## src/common/ufc_regs.svh

```systemverilog
// Register map, field positions and timing constants of the serial line configuration block.
// Behaviour
// Bit 7 ties transmitter output to receiver.
// Tied mode ignores the receive pin entirely.
// Bit 6 freezes transceiver clocks in wait.
// Receiver source bit matters only when tied.
// Tied with source 0: internal loopback.
// Tied with source 1: single wire on transmit pin.
// Bit 4 clear: start, 8 data lsb-first, stop.
// Bit 4 set: ninth data bit before stop.
// Bit 3 picks idle-line or address-mark wake.
// Idle needs 10/11 high bit times; bit 2 origin.
// Origin after stop excludes stop and trailing ones.
// Bit 1 enables parity on character msb.
// Bit 0 picks even or odd parity.
// Bit time is clock over 16 times divisor.
// Stop count select gives one or two stops.
// Failed parity sets readable error flag.
// Configuration resets to zero, normal mode.
`ifndef UFC_REGS_SVH
`define UFC_REGS_SVH
// ----------------------------------------------------------------
// Register indices; byte address is four times the index.
// ----------------------------------------------------------------
`define UFC_IDX_DIVISOR   3'h0
`define UFC_IDX_CTRL      3'h1
`define UFC_IDX_LINE_CFG  3'h2
`define UFC_IDX_STATUS    3'h3
`define UFC_IDX_IRQ_EN    3'h4
`define UFC_IDX_IRQ_CLR   3'h5
`define UFC_IDX_DATA      3'h6
// ----------------------------------------------------------------
// Line configuration fields.
// ----------------------------------------------------------------
`define UFC_CFG_TIE       7
`define UFC_CFG_FREEZE    6
`define UFC_CFG_RX_SOURCE_SELECT      5
`define UFC_CFG_NINE      4
`define UFC_CFG_WAKE      3
`define UFC_CFG_IDLE_ORG  2
`define UFC_CFG_PAR_ON    1
`define UFC_CFG_PAR_ODD   0
`define UFC_CFG_RESET     8'h00
// ----------------------------------------------------------------
// Control fields and status event bits.
// ----------------------------------------------------------------
`define UFC_CTL_TX_EN     0
`define UFC_CTL_RX_EN     1
`define UFC_CTL_TWO_STOP  2
`define UFC_CTL_TX_DIR    3
`define UFC_CTL_SLEEP     4
`define UFC_CTL_NINTH     5
`define UFC_CTL_RESET     6'h00
`define UFC_EV_RX_DONE    0
`define UFC_EV_TX_DONE    1
`define UFC_EV_IDLE       2
`define UFC_EV_PAR_ERR    3
`define UFC_EV_RESET      4'h0
// ----------------------------------------------------------------
// Timing.
// ----------------------------------------------------------------
`define UFC_OVERSAMPLE    5'h10
`define UFC_IDLE_BITS_8   8'h0a
`define UFC_IDLE_BITS_9   8'h0b
`endif

```

## src/common/ufc_pkg.sv

```systemverilog
// Types shared by the serial line configuration block.
package ufc_pkg;
    typedef enum logic [0:0] {
        UFC_TX_IDLE  = 1'b0,
        UFC_TX_SHIFT = 1'b1
    } ufc_tx_state_e;
    typedef enum logic [1:0] {
        UFC_RX_IDLE  = 2'b00,
        UFC_RX_START = 2'b01,
        UFC_RX_DATA  = 2'b10,
        UFC_RX_STOP  = 2'b11
    } ufc_rx_state_e;
    typedef logic [12:0] ufc_divisor_t;
endpackage

```

## src/logic/ufc_baud_gen.sv

```systemverilog
// Oversampling tick generator: one tick every divisor clocks.
`timescale 1ns/100ps
`default_nettype none
module ufc_baud_gen #(
    parameter int DIV_W = 13
) (
    input  wire logic             clk_in,
    input  wire logic             sys_rst_in,
    input  wire logic [DIV_W-1:0] divisor_in,
    input  wire logic             freeze_in,
    output logic                  tick_out
);
    logic [DIV_W-1:0] cnt_reg;
    logic [DIV_W-1:0] cnt_next;
    logic             wrap;
    logic             tick_next;

    // A zero divisor parks the counter and no tick is made.
    assign wrap      = (cnt_reg >= divisor_in - {{(DIV_W-1){1'b0}}, 1'b1});
    assign tick_next = (divisor_in != '0) && !freeze_in && wrap;
    assign cnt_next  = (divisor_in == '0) ? '0 :
                       freeze_in ? cnt_reg :
                       wrap ? '0 : cnt_reg + {{(DIV_W-1){1'b0}}, 1'b1};

    always_ff @(posedge clk_in or posedge sys_rst_in) begin
        if (sys_rst_in) begin
            cnt_reg  <= '0;
            tick_out <= 1'b0;
        end else begin
            cnt_reg  <= cnt_next;
            tick_out <= tick_next;
        end
    end
endmodule
`default_nettype wire

```

## src/logic/ufc_top.sv

```systemverilog
// Serial transceiver with line configuration register, loop modes and parity.
//
// Implementation choice: the Wishbone interface to the registers.
`timescale 1ns/100ps
`default_nettype none
`include "ufc_regs.svh"
module ufc_top (
    input  wire logic        clk_in,
    input  wire logic        sys_rst_in,
    input  wire logic        wb_cyc_in,
    input  wire logic        wb_stb_in,
    input  wire logic        wb_we_in,
    input  wire logic [4:0]  wb_adr_in,
    input  wire logic [3:0]  wb_sel_in,
    input  wire logic [31:0] wb_dat_in,
    output logic      [31:0] wb_dat_out,
    output logic             wb_ack_out,
    input  wire logic        cpu_wait_in,
    input  wire logic        rxd_in,
    input  wire logic        txd_in,
    output logic             txd_out,
    output logic             txd_oe_n_out,
    output logic             clk_frozen_out,
    output logic             irq_out
);
    // ----------------------------------------------------------------
    // Register bus slave.
    // ----------------------------------------------------------------
    logic [7:0]        cfg_reg;
    logic [5:0]        ctl_reg;
    ufc_pkg::ufc_divisor_t div_reg;
    logic [3:0]        stat_reg;
    logic [3:0]        ien_reg;
    logic [8:0]        rx_data_reg;
    logic [2:0]        idx;
    logic              req;
    logic              wr_take;
    logic              rd_hit;
    logic [31:0]       rd_mux;
    logic              lane0;
    logic              lane1;

    assign idx     = wb_adr_in[4:2];
    assign req     = wb_cyc_in && wb_stb_in;
    assign wr_take = req && wb_we_in && wb_ack_out;
    assign lane0   = wb_sel_in[0];
    assign lane1   = wb_sel_in[1];
    assign rd_hit  = req && !wb_ack_out;
    assign rd_mux  = (idx == `UFC_IDX_DIVISOR)  ? {19'h0, div_reg} :
                     (idx == `UFC_IDX_CTRL)     ? {26'h0, ctl_reg} :
                     (idx == `UFC_IDX_LINE_CFG) ? {24'h0, cfg_reg} :
                     (idx == `UFC_IDX_STATUS)   ? {28'h0, stat_reg} :
                     (idx == `UFC_IDX_IRQ_EN)   ? {28'h0, ien_reg} :
                     (idx == `UFC_IDX_DATA)     ? {23'h0, rx_data_reg} : 32'h0;

    // Writes land on the edge where the master samples the acknowledge.
    always_ff @(posedge clk_in or posedge sys_rst_in) begin
        if (sys_rst_in) begin
            wb_ack_out <= 1'b0;
            wb_dat_out <= 32'h0;
        end else begin
            wb_ack_out <= rd_hit;
            wb_dat_out <= rd_hit ? rd_mux : 32'h0;
        end
    end

    // ----------------------------------------------------------------
    // Mode decode.
    // ----------------------------------------------------------------
    logic tie;
    logic rx_source_select;
    logic nine;
    logic par_on;
    logic par_odd;
    logic freeze;
    logic tick;
    logic tx_line_reg;
    logic rx_src;
    logic drive_pin;

    assign tie     = cfg_reg[`UFC_CFG_TIE];
    assign rx_source_select    = cfg_reg[`UFC_CFG_RX_SOURCE_SELECT];
    assign nine    = cfg_reg[`UFC_CFG_NINE];
    assign par_on  = cfg_reg[`UFC_CFG_PAR_ON];
    assign par_odd = cfg_reg[`UFC_CFG_PAR_ODD];
    assign freeze  = cfg_reg[`UFC_CFG_FREEZE] && cpu_wait_in;
    // The receive pin is never looked at while tied; the source bit only acts then.
    assign rx_src  = !tie ? rxd_in : (rx_source_select ? txd_in : tx_line_reg);
    // In single-wire mode the direction bit hands the pin to the far end.
    assign drive_pin = ctl_reg[`UFC_CTL_TX_EN] && !(tie && rx_source_select && !ctl_reg[`UFC_CTL_TX_DIR]);

    ufc_baud_gen #(
        .DIV_W (13)
    ) u_baud (
        .clk_in     (clk_in),
        .sys_rst_in (sys_rst_in),
        .divisor_in (div_reg),
        .freeze_in  (freeze),
        .tick_out   (tick)
    );

    // ----------------------------------------------------------------
    // Transmitter.
    // ----------------------------------------------------------------
    ufc_pkg::ufc_tx_state_e tx_state_reg;
    logic [11:0] tx_sh_reg;
    logic [3:0]  tx_bits_reg;
    logic [3:0]  tx_sub_reg;
    logic        tx_load;
    logic        tx_end;
    logic [8:0]  tx_d9;
    logic [11:0] tx_frame;
    logic [3:0]  tx_nbits;

    assign tx_load  = wr_take && lane0 && (idx == `UFC_IDX_DATA) &&
                      ctl_reg[`UFC_CTL_TX_EN] && (tx_state_reg == ufc_pkg::UFC_TX_IDLE);
    // Parity replaces the character msb: bit 8 or bit 7.
    assign tx_d9[6:0] = wb_dat_in[6:0];
    assign tx_d9[7]   = (par_on && !nine) ? (^wb_dat_in[6:0] ^ par_odd) : wb_dat_in[7];
    assign tx_d9[8]   = (par_on && nine) ? (^wb_dat_in[7:0] ^ par_odd) : ctl_reg[`UFC_CTL_NINTH];
    assign tx_frame   = nine ? {2'b11, tx_d9, 1'b0} : {3'b111, tx_d9[7:0], 1'b0};
    // Start + data + one or two stops.
    assign tx_nbits   = (nine ? 4'ha : 4'h9) + (ctl_reg[`UFC_CTL_TWO_STOP] ? 4'h2 : 4'h1);
    assign tx_end     = (tx_state_reg == ufc_pkg::UFC_TX_SHIFT) && tick &&
                        (tx_sub_reg == 4'hf) && (tx_bits_reg == 4'h1);

    always_ff @(posedge clk_in or posedge sys_rst_in) begin
        if (sys_rst_in) begin
            tx_state_reg <= ufc_pkg::UFC_TX_IDLE;
            tx_sh_reg    <= 12'hfff;
            tx_bits_reg  <= 4'h0;
            tx_sub_reg   <= 4'h0;
        end else begin
            case (tx_state_reg)
                ufc_pkg::UFC_TX_IDLE: begin
                    if (tx_load) begin
                        tx_state_reg <= ufc_pkg::UFC_TX_SHIFT;
                        tx_sh_reg    <= tx_frame;
                        tx_bits_reg  <= tx_nbits;
                        tx_sub_reg   <= 4'h0;
                    end
                end
                ufc_pkg::UFC_TX_SHIFT: begin
                    if (tick) begin
                        // Sixteen ticks per bit time.
                        tx_sub_reg <= tx_sub_reg + 4'h1;
                        if (tx_sub_reg == 4'hf) begin
                            tx_sh_reg   <= {1'b1, tx_sh_reg[11:1]};
                            tx_bits_reg <= tx_bits_reg - 4'h1;
                            if (tx_bits_reg == 4'h1) begin
                                tx_state_reg <= ufc_pkg::UFC_TX_IDLE;
                            end
                        end
                    end
                end
                default: begin
                    tx_state_reg <= ufc_pkg::UFC_TX_IDLE;
                end
            endcase
        end
    end

    always_ff @(posedge clk_in or posedge sys_rst_in) begin
        if (sys_rst_in) begin
            tx_line_reg  <= 1'b1;
            txd_out      <= 1'b1;
            txd_oe_n_out <= 1'b1;
        end else begin
            tx_line_reg  <= (tx_state_reg == ufc_pkg::UFC_TX_SHIFT) ? tx_sh_reg[0] : 1'b1;
            txd_out      <= (tx_state_reg == ufc_pkg::UFC_TX_SHIFT) ? tx_sh_reg[0] : 1'b1;
            txd_oe_n_out <= !drive_pin;
        end
    end

    // ----------------------------------------------------------------
    // Receiver, wake-up and idle detection.
    // ----------------------------------------------------------------
    ufc_pkg::ufc_rx_state_e rx_state_reg;
    logic [8:0] rx_sh_reg;
    logic [3:0] rx_sub_reg;
    logic [3:0] rx_bit_reg;
    logic [7:0] idle_cnt_reg;
    logic       idle_armed_reg;
    logic       rx_mid;
    logic       rx_last;
    logic       rx_end;
    logic [8:0] rx_char;
    logic       rx_msb;
    logic       par_bad;
    logic       mark_wake;
    logic       idle_ev;
    logic       idle_count;
    logic [7:0] idle_need;
    logic       asleep;
    logic       rx_done_ev;

    assign rx_mid    = tick && (rx_sub_reg == 4'hf);
    assign rx_last   = rx_bit_reg == (nine ? 4'h8 : 4'h7);
    assign rx_end    = (rx_state_reg == ufc_pkg::UFC_RX_STOP) && rx_mid;
    assign rx_char   = nine ? rx_sh_reg : {1'b0, rx_sh_reg[8:1]};
    assign rx_msb    = nine ? rx_sh_reg[8] : rx_sh_reg[8];
    // Ones over the whole character, parity bit included.
    assign par_bad   = par_on && ((^rx_char) != par_odd);
    assign asleep    = ctl_reg[`UFC_CTL_SLEEP];
    assign mark_wake = rx_end && cfg_reg[`UFC_CFG_WAKE] && rx_msb;
    assign rx_done_ev = rx_end && (!asleep || mark_wake);
    // After the stop bit, only the idle state counts toward the line idle.
    assign idle_count = rx_src && (cfg_reg[`UFC_CFG_IDLE_ORG] ?
                        (rx_state_reg == ufc_pkg::UFC_RX_IDLE) :
                        (rx_state_reg != ufc_pkg::UFC_RX_START));
    assign idle_need  = (nine ? `UFC_IDLE_BITS_9 : `UFC_IDLE_BITS_8) << 4;
    assign idle_ev    = idle_armed_reg && (idle_cnt_reg == idle_need);

    always_ff @(posedge clk_in or posedge sys_rst_in) begin
        if (sys_rst_in) begin
            rx_state_reg <= ufc_pkg::UFC_RX_IDLE;
            rx_sh_reg    <= 9'h0;
            rx_sub_reg   <= 4'h0;
            rx_bit_reg   <= 4'h0;
        end else begin
            if (tick) begin
                rx_sub_reg <= rx_sub_reg + 4'h1;
            end
            case (rx_state_reg)
                ufc_pkg::UFC_RX_IDLE: begin
                    if (tick && !rx_src && ctl_reg[`UFC_CTL_RX_EN]) begin
                        rx_state_reg <= ufc_pkg::UFC_RX_START;
                        rx_sub_reg   <= 4'h8;
                    end
                end
                ufc_pkg::UFC_RX_START: begin
                    if (rx_mid) begin
                        rx_state_reg <= rx_src ? ufc_pkg::UFC_RX_IDLE : ufc_pkg::UFC_RX_DATA;
                        rx_bit_reg   <= 4'h0;
                    end
                end
                ufc_pkg::UFC_RX_DATA: begin
                    if (rx_mid) begin
                        rx_sh_reg  <= {rx_src, rx_sh_reg[8:1]};
                        rx_bit_reg <= rx_bit_reg + 4'h1;
                        if (rx_last) begin
                            rx_state_reg <= ufc_pkg::UFC_RX_STOP;
                        end
                    end
                end
                ufc_pkg::UFC_RX_STOP: begin
                    if (rx_mid) begin
                        rx_state_reg <= ufc_pkg::UFC_RX_IDLE;
                    end
                end
                default: begin
                    rx_state_reg <= ufc_pkg::UFC_RX_IDLE;
                end
            endcase
        end
    end

    always_ff @(posedge clk_in or posedge sys_rst_in) begin
        if (sys_rst_in) begin
            idle_cnt_reg   <= 8'h0;
            idle_armed_reg <= 1'b0;
            rx_data_reg    <= 9'h0;
        end else begin
            if (!idle_count) begin
                idle_cnt_reg <= 8'h0;
            end else if (tick && idle_cnt_reg != idle_need) begin
                idle_cnt_reg <= idle_cnt_reg + 8'h1;
            end
            idle_armed_reg <= rx_end || (idle_armed_reg && !idle_ev);
            if (rx_done_ev) begin
                rx_data_reg <= rx_char;
            end
        end
    end

    // ----------------------------------------------------------------
    // Configuration, control, status and interrupt.
    // ----------------------------------------------------------------
    logic [3:0] ev;
    logic [3:0] clr;
    logic       wake_now;

    assign ev       = {rx_done_ev && par_bad, idle_ev, tx_end, rx_done_ev};
    assign clr      = (wr_take && lane0 && idx == `UFC_IDX_IRQ_CLR) ? wb_dat_in[3:0] : 4'h0;
    assign wake_now = mark_wake || (idle_ev && !cfg_reg[`UFC_CFG_WAKE]);

    always_ff @(posedge clk_in or posedge sys_rst_in) begin
        if (sys_rst_in) begin
            cfg_reg        <= `UFC_CFG_RESET;
            ctl_reg        <= `UFC_CTL_RESET;
            div_reg        <= 13'h0000;
            ien_reg        <= `UFC_EV_RESET;
            stat_reg       <= `UFC_EV_RESET;
            irq_out        <= 1'b0;
            clk_frozen_out <= 1'b0;
        end else begin
            if (wr_take && lane0 && idx == `UFC_IDX_LINE_CFG) begin
                cfg_reg <= wb_dat_in[7:0];
            end
            if (wr_take && lane0 && idx == `UFC_IDX_CTRL) begin
                ctl_reg <= wb_dat_in[5:0];
            end else if (wake_now) begin
                ctl_reg[`UFC_CTL_SLEEP] <= 1'b0;
            end
            if (wr_take && idx == `UFC_IDX_DIVISOR) begin
                div_reg[7:0]  <= lane0 ? wb_dat_in[7:0] : div_reg[7:0];
                div_reg[12:8] <= lane1 ? wb_dat_in[12:8] : div_reg[12:8];
            end
            if (wr_take && lane0 && idx == `UFC_IDX_IRQ_EN) begin
                ien_reg <= wb_dat_in[3:0];
            end
            // A new event beats a clear in the same cycle.
            stat_reg       <= (stat_reg & ~clr) | ev;
            irq_out        <= |(stat_reg & ien_reg);
            clk_frozen_out <= freeze;
        end
    end
endmodule
`default_nettype wire

```

## config.mk

```make
export PLATFORM = sky130hd
export DESIGN_NAME = ufc_top
export DESIGN_NICKNAME = d
export VERILOG_FILES = /design/src/common/ufc_pkg.sv /design/src/logic/ufc_baud_gen.sv /design/src/logic/ufc_top.sv
export VERILOG_INCLUDE_DIRS = /design/src /design/src/common
export SDC_FILE = /design/constraint.sdc
export NUM_CORES = 1
export LEC_CHECK = 0
export BUFFER_PORTS_ARGS = -buffer_cell sky130_fd_sc_hd__clkbuf_2
export CAP_MARGIN = 30
export CORE_UTILIZATION = 54
export CTS_CLUSTER_SIZE = 12
export DETAILED_ROUTE_END_ITERATION = 7
export PLACE_DENSITY_LB_ADDON = 0.1
export SYNTH_ARGS = -nofsm -noshare
export SYNTH_HDL_FRONTEND = slang
export SYNTH_HIERARCHICAL = 1
export SYNTH_SLANG_ARGS = --single-unit
```

## constraint.sdc

```tcl
create_clock -name clk_in -period 3.8 [get_ports clk_in]
set_input_delay 0.19 -clock clk_in [delete_from_list [all_inputs] [get_ports clk_in]]
set_output_delay 0.19 -clock clk_in [all_outputs]
set_load 0.02 [all_outputs]
```

==> qor.yml, run 1 <==
rsz0062_at_grt: "false"
met2_usage_pct: 39.6
maxCapViolCount: 0
tightest_slew_ns: 0.898
die_w_um: 114
fmax_ghz: 0.285
root_buffer: "clkbuf_16"
nFillCells: 985
startpoint_type: "flip-flop"
wirelength_um: 14900
synth_top_area_cell: "dfrtp_1"
dp_hpwl_um: 10600
power.share.sequential_pct: 41.1
grt_antenna_before_repair: 0
grt_pass1_vias: 4900
synth_area_leaders: "dfrtp_1 (41%), mux2_2 (7.3%), dfstp_2 (4.7%)"
die_area_mm2: 0.0130
wl_per_cell_um: 17.1
fin_skew_ns: 0.00929
swShare_pct: 24.8
core_area_mm2: 0.0121
hold_path_class: "in -> reg"
fin_crit_sh_pct: 92.5
relSlewSlack_pct: 39.6
final-seq-area_mm2: 0.00309
multi_input_area_mm2: 0.00336
postCtsSetupRepairBufs: 0
power_mw: 3.40
nNetsFinal: 764
cts_tree: "yes"
report.final.slew_viol_count: 0
syn_area_mm2: 0.00676
use_met3_pct: 5.05
crit_required_ns: 4.12
vias: 5006
gr-usage-met1_pct: 33.1
ys_types: 64
hold_viol: 0
synth_top_area_share_pct: 41.1
avgSynthCellArea_um2: 10.5
dr.pass1.iters: 4
synth-edff-count: 0
ys_seq_elements: 123
async_flop_share_pct: 100
holdWs_ns: 0.0125
n_antenna_cell: 0
syn_inst: 646
switching_power_mw: 0.844
cp.arrival_ns: 3.83
start_util_pct: 55.8
tns_ns: 0
grt_pass1_wl_um: 24700
grt_max_degree: 52
route.detailed.drc: 0
grt_usage_pct: 24.9
critPathMaxFanout: 21
gp_congestion: 0.823
setup_viol: 0
area_growth_pct: 13.1
synth_warnings: 6
p_comb_share_pct: 11.0
irDropWorstVdd_mv: 0.292
fin_cells: 872
numPortBuffers: 43
dp_cells: 838
numCtsBuffers: 17
dpl_cell_area_mm2: 0.00703
ant_nets: 0
cts_resized: 0
ys_seq_area_share_pct: 45.8
clock_sinks: 123
outcome: "complete, no violations"
post-route-min-period_ns: 3.51
final_area_mm2: 0.00764
cts_hold_buffers: 2
clk-insertion-delay-late_ns: 0.42
clkPwrFrac_pct: 47.8
p_int_mw: 2.56
busiest_layer: "met2"
drive_gt1_share_pct: 22.2
cts.path.max_buffers: 2
die_h_um: 114
p_per_area_mw_per_mm2: 445
num_rows: 40
grt_overflow: 0
end_kind: "flip-flop"
cts-htree-levels: 4
clk_pin_slew_worst_paths_ns: 0.05
io_pins: 86
worst-setup-path-type: "reg -> reg"
first_iter_violations: 321
viasPerCell: 5.74
leakagePower_nw: 3.49
synth-main-ff-cell: "dfrtp_1"
-- metal layers --
layer / up-vias / routed length [µm]
met4: 0 / 272
met5: - / 0
met3: 21 / 582
li1: 2366 / -
met1: 2472 / 6880
met2: 147 / 7150
-- power groups by stage --
| stage | registers [mW] | clock network, mW | logic [mW] |
|---|---|---|---|
| after floorplan | 1.41 | 0 | 0.306 |
| after detailed placement | 1.42 | 0 | 0.369 |
| after CTS | 1.40 | 1.65 | 0.376 |
| after global routing | 1.40 | 1.70 | 0.421 |
| after global placement | 1.42 | 0 | 0.352 |
| final | 1.40 | 1.63 | 0.375 |
-- Yosys cell counts (3+ instances only) --
library cell,instances
nor2_4,3
and3_1,15
or3_1,3
o21ai_0,32
and4_1,5
nand2b_1,9
a21oi_1,29
nand4_1,10
inv_1,22
a41oi_1,3
dfrtp_1,111
and2_1,4
a22oi_1,6
xor2_1,14
xnor2_1,26
nor2b_1,5
nor2_1,38
mux2_2,44
nand3_1,22
nor4_1,3
clkbuf_1,9
nor3b_1,3
o22ai_1,6
a31oi_1,21
nand2_1,46
dfstp_2,12
nor3_1,11
buf_2,10
buf_6,3
a22o_1,6
nand3b_1,6
buf_4,22
mux2i_1,25
ha_1,24
-- worst paths after layout --
kind	depth (start not counted)	slack [ns]	start	endpoint
max reg2reg	12	0.29	div_reg[2]	u_baud/cnt_reg[9]
min	2	0.01	wb_dat_in[8]	div_reg[8]
min in group asynchronous	3	0.39	sys_rst_in	u_baud/tick_out
max	12	0.29	div_reg[2]	u_baud/cnt_reg[9]
max in group asynchronous	4	2.51	sys_rst_in	tx_sh_reg[9]
min reg2reg	2	0.48	tx_sh_reg[3]	tx_sh_reg[3]
-- worst max-delay path: stages, from the launching register on --
cell and delay [ns]:
dfrtp_1 0.44, or3_4 0.43, nor3b_4 0.18, or4bb_2 0.55, a21oi_1 0.18, ha_1 0.25
and4_1 0.24, a41oi_1 0.16, o21ai_0 0.15, a211oi_2 0.16, buf_4 0.27, nand3_1 0.14
o31ai_1 0.26
-- cell usage in the layout (no fill, tap or decap), drive strengths merged, types with 8 or more instances in the layout --
master  synthesis  layout
dfrtp         111     111
clkbuf          9      67
nand2          47      47
mux2           44      44
nor2           43      43
o21ai          33      33
a21oi          29      29
xnor2          26      26
mux2i          25      25
ha             24      24
nand3          22      22
inv            22      22
a31oi          21      21
conb            1      19
and3           15      15
xor2           14      14
nor3           13      13
dfstp          12      12
nand4          11      11
nand2b         10      10
buf            36       8
-- cells by family after synthesis --
logic type / Yosys count / synth area share, %
compound gates: 121 / 11.3
xor+xnor: 40 / 5.18
fa+ha+maj: 24 / 4.44
buf+inv: 69 / 5.57
flops: 123 / 45.8
mux: 69 / 11.0
other cells: 1 / 0.0555
simple gates: 199 / 16.7
-- area by class of cell --
class | count | share of cell area (%)
timing repair buffer | 53 | 3.86
clock inverter | 8 | 1.57
sequential | 123 | 40.5
inverter | 24 | 1.21
multi-input combinational | 472 | 44.0
clock buffer | 24 | 6.17
tap | 168 | 2.75
-- metrics by stage --
| step | util (%) | setup slack, ns |
|---|---|---|
| after detailed placement | 58.1 | 0.351 |
| final | 63.1 | 0.286 |
| after global routing | 63.1 | 0.108 |
| after CTS | 63.1 | 0.325 |
| after global placement | 58.1 | 0.445 |
| after floorplan | - | 0.536 |
(Power assumes the default switching activity.)
==> run 2: changes to the inputs <==
--- a/config.mk
+++ b/config.mk
@@ -11,6 +11,7 @@
 export CORE_UTILIZATION = 54
 export CTS_CLUSTER_SIZE = 12
 export DETAILED_ROUTE_END_ITERATION = 7
+export GPL_TIMING_DRIVEN = 0
 export PLACE_DENSITY_LB_ADDON = 0.1
 export SYNTH_ARGS = -nofsm -noshare
 export SYNTH_HDL_FRONTEND = slang
==> constraint.sdc (replaced) <==
create_clock -name clk_in -period 3.8 [get_ports clk_in]
set_input_delay 0 -clock clk_in [delete_from_list [all_inputs] [get_ports clk_in]]
set_output_delay 0 -clock clk_in [all_outputs]
set_load 0.02 [all_outputs]
==> qor.yml, run 2 (same netlist as run 1, synthesis figures left out) <==
wirelength_um: 15900
clk_pin_slew_worst_paths_ns: 0.06
cts-htree-levels: 4
hold_viol: 0
power.share.sequential_pct: 39.3
p_per_area_mw_per_mm2: 439
grt_antenna_before_repair: 0
setup_viol: 0
dp_cells: 875
r2r_cells: 12
fin_skew_ns: 0.00858
relSlewSlack_pct: 51.1
power_mw: 3.55
crit_cells: 12
die_w_um: 114
ant_nets: 0
crit_required_ns: 4.14
cp_cell_sequence: "or3_4 -> nor3b_4 -> or4bb_2 -> a21oi_1 -> ha_1 -> and4_1 -> a41oi_1 -> o21ai_0 -> a211oi_2 -> clkbuf_4 -> nand2_1 -> o22ai_1"
cts.path.max_buffers: 2
fmax_ghz: 0.279
grt_usage_pct: 26.3
start_util_pct: 55.8
wl_per_cell_um: 17.2
grt_pass1_wl_um: 26100
critPathSlowestCell: "or4bb_2"
holdWs_ns: 0.0384
grt_overflow: 0
rsz0062_at_grt: "false"
leakagePower_nw: 3.74
gp_congestion: 0.873
hold_path_class: "in -> reg"
fin_crit_sh_pct: 94.3
worst_hold_path.num_cells: 4
switching_power_mw: 0.884
cp_num_buf_inv: 1
drive_gt1_share_pct: 25.1
irDropWorstVdd_mv: 0.294
critPathMaxFanout: 10
max_stage_delay_ns: 0.54
post-route-min-period_ns: 3.58
place_ws_ns: 0.0839
critical-path-top-delay-family: "simple AND/OR/NAND/NOR gates"
layout_common_cells: "dfrtp_1 (111), nand2_1 (46), mux2_2 (44)"
p_comb_share_pct: 12.3
post-route-util_pct: 66.8
dp_hpwl_um: 11200
viasPerCell: 5.67
cp.arrival_ns: 3.92
first_iter_violations: 382
numPortBuffers: 42
fin_cells: 925
vias: 5243
route.detailed.drc: 0
final_common_cell: "dfrtp_1"
dr.pass1.iters: 5
grt_pass1_vias: 5129
die_h_um: 114
startpoint_type: "flip-flop"
tightest_slew_ns: 0.727
grt_max_degree: 59
end_kind: "flip-flop"
io_pins: 86
die_area_mm2: 0.0130
area_growth_pct: 19.7
swShare_pct: 24.9
numCtsBuffers: 17
worst-setup-path-type: "reg -> reg"
report.final.slew_viol_count: 0
root_buffer: "clkbuf_16"
setup_ws_ns: 0.217
clock_sinks: 123
clk-insertion-delay-late_ns: 0.42
nFillCells: 961
p_int_mw: 2.67
cts_tree: "yes"
core_area_mm2: 0.0121
clkPwrFrac_pct: 48.4
maxCapViolCount: 0
n_antenna_cell: 0
num_rows: 40
nNetsFinal: 817
outcome: "complete, no violations"
-- run 2: cell types whose count changed in the layout (fill, tap and decap cells not counted), moves of 3 or more --
cell / before / now
clkbuf_1: 5 / 11
buf_4: 8 / 25
dlygate4sd3_1: 2 / 15
buf_2: 0 / 9
buf_6: 0 / 3
-- run 2: what timing repair did --
action                                  in CTS  in global routing
setup buffers                                0                  3
hold buffers                                15                  0
hold endpoints to repair                    85                  0
resized for setup                            0                  3
endpoints found under the setup margin       0                 13
-- run 2: worst paths after layout --
check	endpoint	from	slack (ns)
max in group asynchronous	rx_sub_reg[3]	sys_rst_in	2.82
min reg2reg	tx_sh_reg[3]	tx_sh_reg[3]	0.49
min in group asynchronous	u_baud/cnt_reg[1]	sys_rst_in	0.20
max	u_baud/cnt_reg[10]	div_reg[2]	0.22
min	flip-flop	rxd_in	0.04
max reg2reg	u_baud/cnt_reg[10]	div_reg[2]	0.22
-- run 2: final cells by class --
type	count	area [µm²]	area share, %
timing repair buffer	61	410	5.07
tap	168	210	2.60
inverter	24	92.6	1.14
sequential	123	3090	38.2
buffer	45	289	3.57
multi-input combinational	472	3370	41.6
clock buffer	21	460	5.69
clock inverter	11	168	2.07
-- run 2: worst register-to-register path, cell delays in order, from the launching register on --
cell and delay [ns]:
dfrtp_1 0.44, or3_4 0.43, nor3b_4 0.28, or4bb_2 0.54
a21oi_1 0.17, ha_1 0.25, and4_1 0.25, a41oi_1 0.17
o21ai_0 0.13, a211oi_2 0.23, clkbuf_4 0.27, nand2_1 0.14
o22ai_1 0.20
-- run 2: layer usage --
metal	GRT usage [%]	routed length (µm)	up-vias
met2	42.4	7630	172
met1	34.3	7100	2562
met4	10.7	348	0
met3	6.06	805	29
li1	-	-	2480
met5	0	0	-
-- run 2: stage by stage --
stage | area (µm²) | TNS, ns
floorplan | 6830 | 0
global placement | 7250 | -19.30
detailed placement | 7280 | 0
CTS | 8060 | 0
global route | 8090 | 0
finish | 8090 | 0
-- run 2: power groups by stage --
stage                     clock network (mW)  logic (mW)  registers [mW]
after floorplan                            0       0.306            1.41
after global placement                     0       0.384            1.42
after detailed placement                   0       0.408            1.42
after CTS                               1.74       0.422            1.40
after global routing                    1.80       0.480            1.40
final                                   1.72       0.436            1.40
